===== src/rtl/rmb_defines.svh =====
// Register offsets, field positions and reset values of the register bank
`ifndef RMB_DEFINES_SVH
`define RMB_DEFINES_SVH

`define RMB_OP_BLOCK_WRITE   8'h28
`define RMB_MAX_OFFSET       5'h12
`define RMB_MAP_DEPTH        19
`define RMB_MAPPED_MASK      19'h72abf
`define RMB_WRITABLE_MASK    19'h70abf

`define RMB_OFS_STATUS       5'h00
`define RMB_OFS_GLOBAL       5'h01
`define RMB_OFS_FORMAT       5'h02
`define RMB_OFS_AVERAGING    5'h03
`define RMB_OFS_CONV_MODE    5'h04
`define RMB_OFS_PIN_FUNC     5'h05
`define RMB_OFS_DIRECTION    5'h07
`define RMB_OFS_DRIVE        5'h09
`define RMB_OFS_OUT_LEVEL    5'h0b
`define RMB_OFS_IN_LEVEL     5'h0d
`define RMB_OFS_SEQ_CFG      5'h10
`define RMB_OFS_MAN_CHAN     5'h11
`define RMB_OFS_SCAN_EN      5'h12

`define RMB_STATUS_RESET     8'h80
`define RMB_REG_RESET        8'h00
`define RMB_BIT_FIXED_ONE    7
`define RMB_BIT_SEQ_RUN      6
`define RMB_BIT_HIGH_SPEED   5
`define RMB_BIT_AVG_DONE     3
`define RMB_BIT_FUSE_ERR     2
`define RMB_BIT_BROWNOUT     0

`endif


===== src/rtl/rmb_pkg.sv =====
// Types shared by the register bank and its bench
package rmb_pkg;

   typedef enum logic [2:0] {
      RMB_IDLE   = 3'b000,
      RMB_OPCODE = 3'b001,
      RMB_ADDR   = 3'b010,
      RMB_DATA   = 3'b011,
      RMB_SKIP   = 3'b100
   } rmb_state_t;

   typedef struct packed {
      logic       frameStart;   // Start or repeated start, device addressed for write
      logic       frameStop;    // Stop condition
      logic       byteValid;    // One received byte
      logic [7:0] byteData;
   } rmb_link_t;

   typedef struct packed {
      logic seqRunning;
      logic highSpeed;
      logic fuseErr;
      logic avgDoneEvent;
      logic brownoutEvent;
   } rmb_events_t;

   typedef struct packed {
      logic [7:0] deviceStatus;
      logic [7:0] globalControl;
      logic [7:0] outputFormatConfig;
      logic [7:0] averagingConfig;
      logic [7:0] conversionModeConfig;
      logic [7:0] pinFunctionConfig;
      logic [7:0] digitalDirectionConfig;
      logic [7:0] outputDriveConfig;
      logic [7:0] outputLevel;
      logic [7:0] inputLevel;
      logic [7:0] sequencerConfig;
      logic [7:0] manualChannelSelect;
      logic [7:0] scanChannelEnable;
   } rmb_regs_t;

endpackage : rmb_pkg


===== src/rtl/rmb_register_bank.sv =====
// Byte-wide register map with block-write handling from the serial link
//
// Contract
// - Opcode, start address, then bytes ascending addresses
// - Unmapped address bytes dropped, pointer still advances
// - Bytes past highest offset are ignored
// - Decode thirteen listed offsets, highest 0x12
// - Status register resets to 0x80
// - All other registers reset to zero
// - Status bit layout, reserved bits read zero
// - Opcode 0x28 selects block write
// - Writing one clears averaging-done flag
// - Brown-out flag set by event, cleared by one
`timescale 1ns/10ps
`include "rmb_defines.svh"

module rmb_register_bank (
   input  wire logic                clk,        // 100 MHz clock
   input  wire logic                nrst,       // Synchronous reset, active low
   input  wire rmb_pkg::rmb_link_t  link,       // Byte-level events from the serial front end
   input  wire rmb_pkg::rmb_events_t events,    // Status sources from the converter core
   input  wire logic [7:0]          pinLevel,   // Sampled digital input levels
   output rmb_pkg::rmb_regs_t       regs,       // Register contents
   output rmb_pkg::rmb_state_t      state       // Write decoder state
);
   import rmb_pkg::*;

   localparam int DEPTH = `RMB_MAP_DEPTH;
   localparam logic [DEPTH-1:0] MAPPED   = `RMB_MAPPED_MASK;
   localparam logic [DEPTH-1:0] WRITABLE = `RMB_WRITABLE_MASK;

   rmb_state_t state_reg;
   logic [7:0] ptr_reg;
   logic [7:0] cfg_reg [DEPTH];
   logic [7:0] status_reg;
   logic [7:0] inLevel_reg;
   logic       dataWrite;
   logic       inMap;

   // ---------------------------------------------------------------
   // Write decoder
   // ---------------------------------------------------------------
   assign inMap     = (ptr_reg <= {3'h0, `RMB_MAX_OFFSET});
   assign dataWrite = (state_reg == RMB_DATA) && link.byteValid && !link.frameStart && !link.frameStop;

   always_ff @(posedge clk) begin
      if (!nrst) begin
         state_reg <= RMB_IDLE;
      end else if (link.frameStart) begin
         state_reg <= RMB_OPCODE;
      end else if (link.frameStop) begin
         state_reg <= RMB_IDLE;
      end else if (link.byteValid) begin
         case (state_reg)
            RMB_OPCODE: begin
               if (link.byteData == `RMB_OP_BLOCK_WRITE) begin
                  state_reg <= RMB_ADDR;
               end else begin
                  state_reg <= RMB_SKIP;
               end
            end
            RMB_ADDR: begin
               state_reg <= RMB_DATA;
            end
            RMB_DATA: begin
               state_reg <= RMB_DATA;
            end
            RMB_SKIP: begin
               state_reg <= RMB_SKIP;
            end
            default: begin
               state_reg <= RMB_IDLE;
            end
         endcase
      end
   end

   // Pointer parks past the map so a long burst cannot wrap back into it
   always_ff @(posedge clk) begin
      if (!nrst) begin
         ptr_reg <= 8'h00;
      end else if (state_reg == RMB_ADDR && link.byteValid && !link.frameStart && !link.frameStop) begin
         ptr_reg <= link.byteData;
      end else if (dataWrite && inMap) begin
         ptr_reg <= ptr_reg + 8'h01;
      end
   end

   // ---------------------------------------------------------------
   // Configuration registers
   // ---------------------------------------------------------------
   genvar g;
   generate
      for (g = 1; g < DEPTH; g++) begin : gCfg
         if (WRITABLE[g]) begin : gRw
            always_ff @(posedge clk) begin
               if (!nrst) begin
                  cfg_reg[g] <= `RMB_REG_RESET;
               end else if (dataWrite && inMap && ptr_reg[4:0] == 5'(g)) begin
                  cfg_reg[g] <= link.byteData;
               end
            end
         end else begin : gNone
            always_ff @(posedge clk) begin
               cfg_reg[g] <= `RMB_REG_RESET;
            end
         end
      end
   endgenerate

   always_ff @(posedge clk) begin
      cfg_reg[0] <= `RMB_REG_RESET;
   end

   // Read-only input levels, never touched by the write path
   always_ff @(posedge clk) begin
      if (!nrst) begin
         inLevel_reg <= `RMB_REG_RESET;
      end else begin
         inLevel_reg <= pinLevel;
      end
   end

   // ---------------------------------------------------------------
   // Status register
   // ---------------------------------------------------------------
   logic statusWrite;
   assign statusWrite = dataWrite && ptr_reg == {3'h0, `RMB_OFS_STATUS};

   always_ff @(posedge clk) begin
      if (!nrst) begin
         status_reg <= `RMB_STATUS_RESET;
      end else begin
         status_reg[7:4] <= {1'b1, events.seqRunning, events.highSpeed, 1'b0};
         status_reg[2:1] <= {events.fuseErr, 1'b0};
         // Set wins over a clear in the same cycle so no event is lost
         if (events.avgDoneEvent) begin
            status_reg[`RMB_BIT_AVG_DONE] <= 1'b1;
         end else if (statusWrite && link.byteData[`RMB_BIT_AVG_DONE]) begin
            status_reg[`RMB_BIT_AVG_DONE] <= 1'b0;
         end
         if (events.brownoutEvent) begin
            status_reg[`RMB_BIT_BROWNOUT] <= 1'b1;
         end else if (statusWrite && link.byteData[`RMB_BIT_BROWNOUT]) begin
            status_reg[`RMB_BIT_BROWNOUT] <= 1'b0;
         end
      end
   end

   assign state = state_reg;
   assign regs  = '{
      deviceStatus:           status_reg,
      globalControl:          cfg_reg[`RMB_OFS_GLOBAL],
      outputFormatConfig:     cfg_reg[`RMB_OFS_FORMAT],
      averagingConfig:        cfg_reg[`RMB_OFS_AVERAGING],
      conversionModeConfig:   cfg_reg[`RMB_OFS_CONV_MODE],
      pinFunctionConfig:      cfg_reg[`RMB_OFS_PIN_FUNC],
      digitalDirectionConfig: cfg_reg[`RMB_OFS_DIRECTION],
      outputDriveConfig:      cfg_reg[`RMB_OFS_DRIVE],
      outputLevel:            cfg_reg[`RMB_OFS_OUT_LEVEL],
      inputLevel:             inLevel_reg,
      sequencerConfig:        cfg_reg[`RMB_OFS_SEQ_CFG],
      manualChannelSelect:    cfg_reg[`RMB_OFS_MAN_CHAN],
      scanChannelEnable:      cfg_reg[`RMB_OFS_SCAN_EN]
   };
endmodule : rmb_register_bank


===== config.mk =====
export PLATFORM = sky130hd
export DESIGN_NAME = rmb_register_bank
export DESIGN_NICKNAME = d
export VERILOG_FILES = /design/src/rtl/rmb_pkg.sv /design/src/rtl/rmb_register_bank.sv
export VERILOG_INCLUDE_DIRS = /design/src /design/src/rtl
export SDC_FILE = /design/constraint.sdc
export NUM_CORES = 1
export LEC_CHECK = 0
export ABC_AREA = 1
export BUFFER_PORTS_ARGS = -buffer_cell sky130_fd_sc_hd__buf_4
export CORE_ASPECT_RATIO = 2
export CORE_MARGIN = 4
export CORE_UTILIZATION = 47
export DETAILED_ROUTE_END_ITERATION = 12
export PLACE_DENSITY_LB_ADDON = 0.3
export RECOVER_POWER = 100
export SYNTH_ARGS = -nofsm -noshare
export SYNTH_HDL_FRONTEND = slang
export SYNTH_SLANG_ARGS = --single-unit

===== constraint.sdc =====
create_clock -name clk -period 1.9 [get_ports clk]
set_input_delay 0.19 -clock clk [delete_from_list [all_inputs] [get_ports clk]]
set_output_delay 0.19 -clock clk [all_outputs]
set_load 0.01 [all_outputs]

==> flow_summary.json, run 1 <==
{
  "layout.nets": 592,
  "grt_max_degree": 36,
  "r2r_end": "cfg_reg[0][14]$_SDFFCE_PN0P_",
  "synth_area_mm2": 0.00466,
  "num_rows": 51,
  "final_util": 0.598,
  "drtPass1Iterations": 4,
  "hp-class": "in -> reg",
  "worst-slew-pin-transition_ns": 1.03,
  "cp.depth": 6,
  "antennaDiodeCount": 0,
  "largest_reg_flops": 88,
  "crit_top_cell": "nand2_1",
  "drc_errors": 0,
  "reg2reg_setup_slack_ns": 0.08,
  "hold_viol": 0,
  "netlist_instances": 413,
  "design_area_mm2": 0.00580,
  "cp-end-kind": "flip-flop",
  "status": "completed",
  "grt_pass1_vias": 3378,
  "fillers": 911,
  "gp_congestion": 0.922,
  "htree_levels": 3,
  "cp_top_family": "simple AND/OR/NAND/NOR gates",
  "skew_ns": 0.00586,
  "pre_cts_ws_ns": 0.0766,
  "leakage_nw": 2.39,
  "crit_end": "cfg_reg[0][14]$_SDFFCE_PN0P_",
  "fin_crit_sh": 0.955,
  "antenna_found_initial": 0,
  "die_x_um": 78.4,
  "crit_type": "reg -> reg",
  "relSlewSlack": 0.311,
  "crit_start": "state[1]$_SDFFE_PP0P_",
  "area_growth_pct": 24.5,
  "ir_drop_uv": 514,
  "cts-root-buf": "clkbuf_16",
  "drive_gt1_frac": 0.175,
  "powerDensity_mw_per_mm2": 849,
  "pin_count": 133,
  "ant_nets": 0,
  "core_area_mm2": 0.00970,
  "fmax_mhz": 551,
  "r2r-start": "state[1]$_SDFFE_PP0P_",
  "io_buffers": 129,
  "cp_max_fo": 8,
  "cp.arrival_ns": 1.80,
  "ys_seq_area_frac": 0.671,
  "crit_chain": "nand2_1, inv_1, nand3_2, nor2_8, nand2_1, o21ai_2",
  "die-area_mm2": 0.0117,
  "grt_pass1_wl_mm": 16.8,
  "ys_ff_latch": 112,
  "rsz0062_at_grt": "true",
  "cts_num_sinks": 112,
  "wire_per_inst_um": 15.8,
  "vias": 3405,
  "start_util": 0.480,
  "slowest_stage": "dfxtp_1",
  "overflow": 0,
  "ctsHoldBuffers": 0,
  "placed_cells": 679,
  "clock_latency_ns": 0.34,
  "clk_pin_slew_ns": 0.07,
  "setup_violations": 0,
  "avgViaCountPerCell": 4.87,
  "numCtsBuffers": 9,
  "cp_slowest_stage_delay_ns": 0.40,
  "stdcell_count": 699,
  "tritoncts": "yes",
  "dp_hpwl_mm": 8.49,
  "yosysUniqueCellTypes": 32,
  "path_buf_inv": 1,
  "postLayoutSetupSlackWorst_ns": 0.0847,
  "r2r_cells": 6,
  "setup_tns_ns": 0,
  "critPathLaunchType": "flip-flop",
  "fin_crit_ns": 1.82,
  "wirelength_mm": 11.1,
  "drv_cap": 0,
  "grtUsageTotal": 0.192,
  "place_area_mm2": 0.00588,
  "crit_required_ns": 1.89,
  "clk_path_buf_depth": 2,
  "drtIter0Drc": 191,
  "slew_viol_final": 0,
  "avgSynthCellArea_um2": 11.3,
  "yosysWarningCount": 0,
  "die_h_um": 149
}
## cell usage after synthesis (all sizes together)
cell | n | area share
nor2 | 112 | 0.11
edfxtp | 88 | 0.57
nand2 | 67 | 0.056
inv | 42 | 0.034
dfxtp | 24 | 0.10
nand3 | 24 | 0.051
a21oi | 10 | 0.011
clkbuf | 9 | 0.0073
buf | 8 | 0.012
o21ai | 8 | 0.0086
nand4 | 5 | 0.016
ha | 4 | 0.011
nor3 | 3 | 0.0032
conb | 2 | 0.0016
a21boi | 1 | 0.0016
a31oi | 1 | 0.0013
clkinv | 1 | 0.00081
nand3b | 1 | 0.0016
nor3b | 1 | 0.0016
o22ai | 1 | 0.0013
xor2 | 1 | 0.0019
## routing by layer
layer	up-vias	track usage	wire, µm
met5	-	0	0
met4	0	0.132	670
met3	50	0.0417	534
met2	128	0.362	6270
met1	1589	0.176	3590
li1	1638	-	-
## stage by stage
stage          hold WS, ns  power [mW]
3_3_place_gp         0.371        3.17
6_report            0.0274        4.92
5_1_grt             0.0196        5.07
4_1_cts             0.0169        5.01
2_1_floorplan        0.288        2.95
3_5_place_dp         0.375        3.18
## cell usage in the layout, fill, tap and decap left out, types with 9 or more instances in the layout
cell	n
a21oi_1	10
buf_4	49
clkbuf_1	104
clkbuf_16	9
dfxtp_1	24
edfxtp_1	88
inv_1	41
nand2_1	60
nand3_1	16
nor2_1	101
## report_power, final
group	switching, mW	total, mW	internal (mW)	leakage (nW)
Combinational	0.216	0.312	0.0958	1.14
Sequential	0.0299	2.74	2.71	1.11
Clock	0.837	1.87	1.03	0.143
Total	1.08	4.92	3.84	2.39
## final cells by class
cell class              count  area, µm²  area share
multi-input cells         242       1280       0.221
clock buffers              10        229      0.0395
clock inverters             6       68.8      0.0119
well taps                 132        165      0.0285
repair buffers            154        771       0.133
flip-flops and latches    112       3120       0.539
inverters                  43        161      0.0278
## worst min-delay path, delay by kind of cell
family | cells | cell delay, ns
buffers and inverters | 2 | 0.12
and+or+nand+nor | 1 | 0.04
## cells by family after synthesis
kind of cell | share of synthesized area
fa+ha+maj | 0.0108
simple gates | 0.237
flops | 0.671
compound gates | 0.0237
buf+inv | 0.0543
other cells | 0.00161
xor+xnor | 0.00188
## timing repair
action,in CTS,in global routing
gates resized for setup,0,8
setup buffers,0,4
setup endpoints to repair,0,64
## worst min-delay path by stage
| stage | from | endpoint | slack [ns] | cells past startpoint |
|---|---|---|---|---|
| after global placement | events[2] | status_reg[2]$_SDFF_PN0_ | 0.37 | 3 |
| after global routing | pinLevel[0] | inLevel_reg[0]$_SDFF_PN0_ | 0.02 | 3 |
| after CTS | pinLevel[6] | inLevel_reg[6]$_SDFF_PN0_ | 0.02 | 3 |
| final | pinLevel[6] | inLevel_reg[6]$_SDFF_PN0_ | 0.03 | 3 |
| after detailed placement | pinLevel[6] | inLevel_reg[6]$_SDFF_PN0_ | 0.37 | 3 |
| after floorplan | pinLevel[0] | inLevel_reg[0]$_SDFF_PN0_ | 0.29 | 2 |
Note: power is estimated with default switching activity, not from simulation.
==> inputs of run 2 (changes only) <==
--- a/config.mk
+++ b/config.mk
@@ -8,8 +8,8 @@
 export LEC_CHECK = 0
 export ABC_AREA = 1
 export BUFFER_PORTS_ARGS = -buffer_cell sky130_fd_sc_hd__buf_4
-export CORE_ASPECT_RATIO = 2
-export CORE_MARGIN = 4
+export CORE_ASPECT_RATIO = 1.4
+export CORE_MARGIN = 2
 export CORE_UTILIZATION = 47
 export DETAILED_ROUTE_END_ITERATION = 12
 export PLACE_DENSITY_LB_ADDON = 0.3
==> flow_summary.json, run 2 (synthesis results as in run 1) <==
{
  "ctsHoldBuffers": 0,
  "min_path_cells": 3,
  "core_area_mm2": 0.00979,
  "pin_count": 133,
  "overflow": 0,
  "crit_required_ns": 1.90,
  "drive_gt1_frac": 0.169,
  "fin_total_pwr_mw": 4.93,
  "hold_viol": 0,
  "start_util": 0.475,
  "cp.arrival_ns": 1.86,
  "gp_congestion": 0.892,
  "die_x_um": 88.1,
  "drtIter0Drc": 109,
  "slew_viol_final": 0,
  "powerDensity_mw_per_mm2": 853,
  "hp-class": "in -> reg",
  "cp_max_fo": 8,
  "die_h_um": 122,
  "die-area_mm2": 0.0107,
  "cts-root-buf": "clkbuf_16",
  "num_rows": 43,
  "layout.nets": 588,
  "r2r_cells": 6,
  "relSlewSlack": 0.602,
  "drtPass1Iterations": 4,
  "clk_path_buf_depth": 2,
  "drc_errors": 0,
  "grt_pass1_vias": 3130,
  "worst-slew-pin-transition_ns": 0.596,
  "antennaDiodeCount": 0,
  "dp_hpwl_mm": 7.58,
  "wirelength_mm": 10.4,
  "htree_levels": 3,
  "clk_pin_slew_ns": 0.07,
  "drv_cap": 0,
  "io_buffers": 129,
  "fin_crit_sh": 0.977,
  "leakage_nw": 2.38,
  "wire_per_inst_um": 14.9,
  "critPathLaunchType": "flip-flop",
  "cp-end-kind": "flip-flop",
  "tritoncts": "yes",
  "grt_max_degree": 28,
  "fmax_mhz": 539,
  "design_area_mm2": 0.00578,
  "clock_latency_ns": 0.35,
  "layout_common_cells": "102 x nor2_1, 102 x clkbuf_1, 88 x edfxtp_1",
  "skew_ns": 0.00676,
  "grtUsageTotal": 0.197,
  "status": "completed",
  "grt_pass1_wl_mm": 15.6,
  "antenna_found_initial": 0,
  "place_area_mm2": 0.00584,
  "crit_type": "reg -> reg",
  "ant_nets": 0,
  "numCtsBuffers": 9,
  "rsz0062_at_grt": "true",
  "avgViaCountPerCell": 4.77,
  "area_growth_pct": 24.1,
  "ir_drop_uv": 512,
  "setup_violations": 0,
  "final_util": 0.590,
  "fin_crit_ns": 1.86,
  "cts_num_sinks": 112,
  "largest_reg_flops": 88,
  "vias": 3330
}
## run 2: cell count changes in the layout (fill, tap and decap cells not counted), sizes merged
cell and delta:
clkinvlp -1, bufinv -1, buf -2, inv +1, clkbuf -1
## run 2: path summary, 6_finish.rpt
| kind | from | endpoint | slack [ns] |
|---|---|---|---|
| worst min-delay path | pinLevel[1] | inLevel_reg[1]$_SDFF_PN0_ | 0.02 |
| worst max register to register | state[0]$_SDFFE_PN0P_ | cfg_reg[0][40]$_SDFFCE_PN0P_ | 0.04 |
| worst max-delay path | state[0]$_SDFFE_PN0P_ | cfg_reg[0][40]$_SDFFCE_PN0P_ | 0.04 |
| worst min register to register | status_reg[0]$_SDFFE_PN0P_ | status_reg[0]$_SDFFE_PN0P_ | 0.50 |
## run 2: layout make-up
type,count,area [µm²]
clock buffers,11,264
clock inverters,5,36.3
fillers,935,4010
inverters,43,161
multi-input cells,242,1280
flip-flops and latches,112,3120
well taps,135,169
repair buffers,150,743
## run 2: timing repair
action / 4_1_cts / 5_1_grt
setup buffers: 0 / 4
resized for setup: 0 / 5
endpoints found under the setup margin: 0 / 64
## run 2: power by group
group,switching (mW),total (mW),internal [mW],leakage [nW]
combinational,0.213,0.308,0.0951,1.12
sequential,0.0279,2.74,2.71,1.11
clock,0.865,1.88,1.01,0.153
total,1.11,4.93,3.82,2.38
## run 2: worst max-delay path, stage by stage, from the launching register on
cell and delay, ns:
dfxtp_1 0.45, nand2_1 0.10, nor2_2 0.09, nand3_2 0.20, nor2_8 0.19, nand2_1 0.11, o21ai_2 0.36
## run 2: stage by stage
stage	setup TNS (ns)	hold WS (ns)	std cells	worst slack, ns
CTS	0	0.00379	694	0.0491
global placement	0	0.370	678	0.152
floorplan	-0.775	0.288	414	-0.0484
detailed placement	0	0.376	678	0.0656
finish	0	0.0172	698	0.0432
global route	-1.41	0.0125	698	-0.0967
## run 2: per-layer routing
metal / global-route usage / routed length (µm)
met1: 0.215 / 3920
met5: 0 / 0
met3: 0.0474 / 519
met4: 0.0938 / 292
met2: 0.352 / 5680
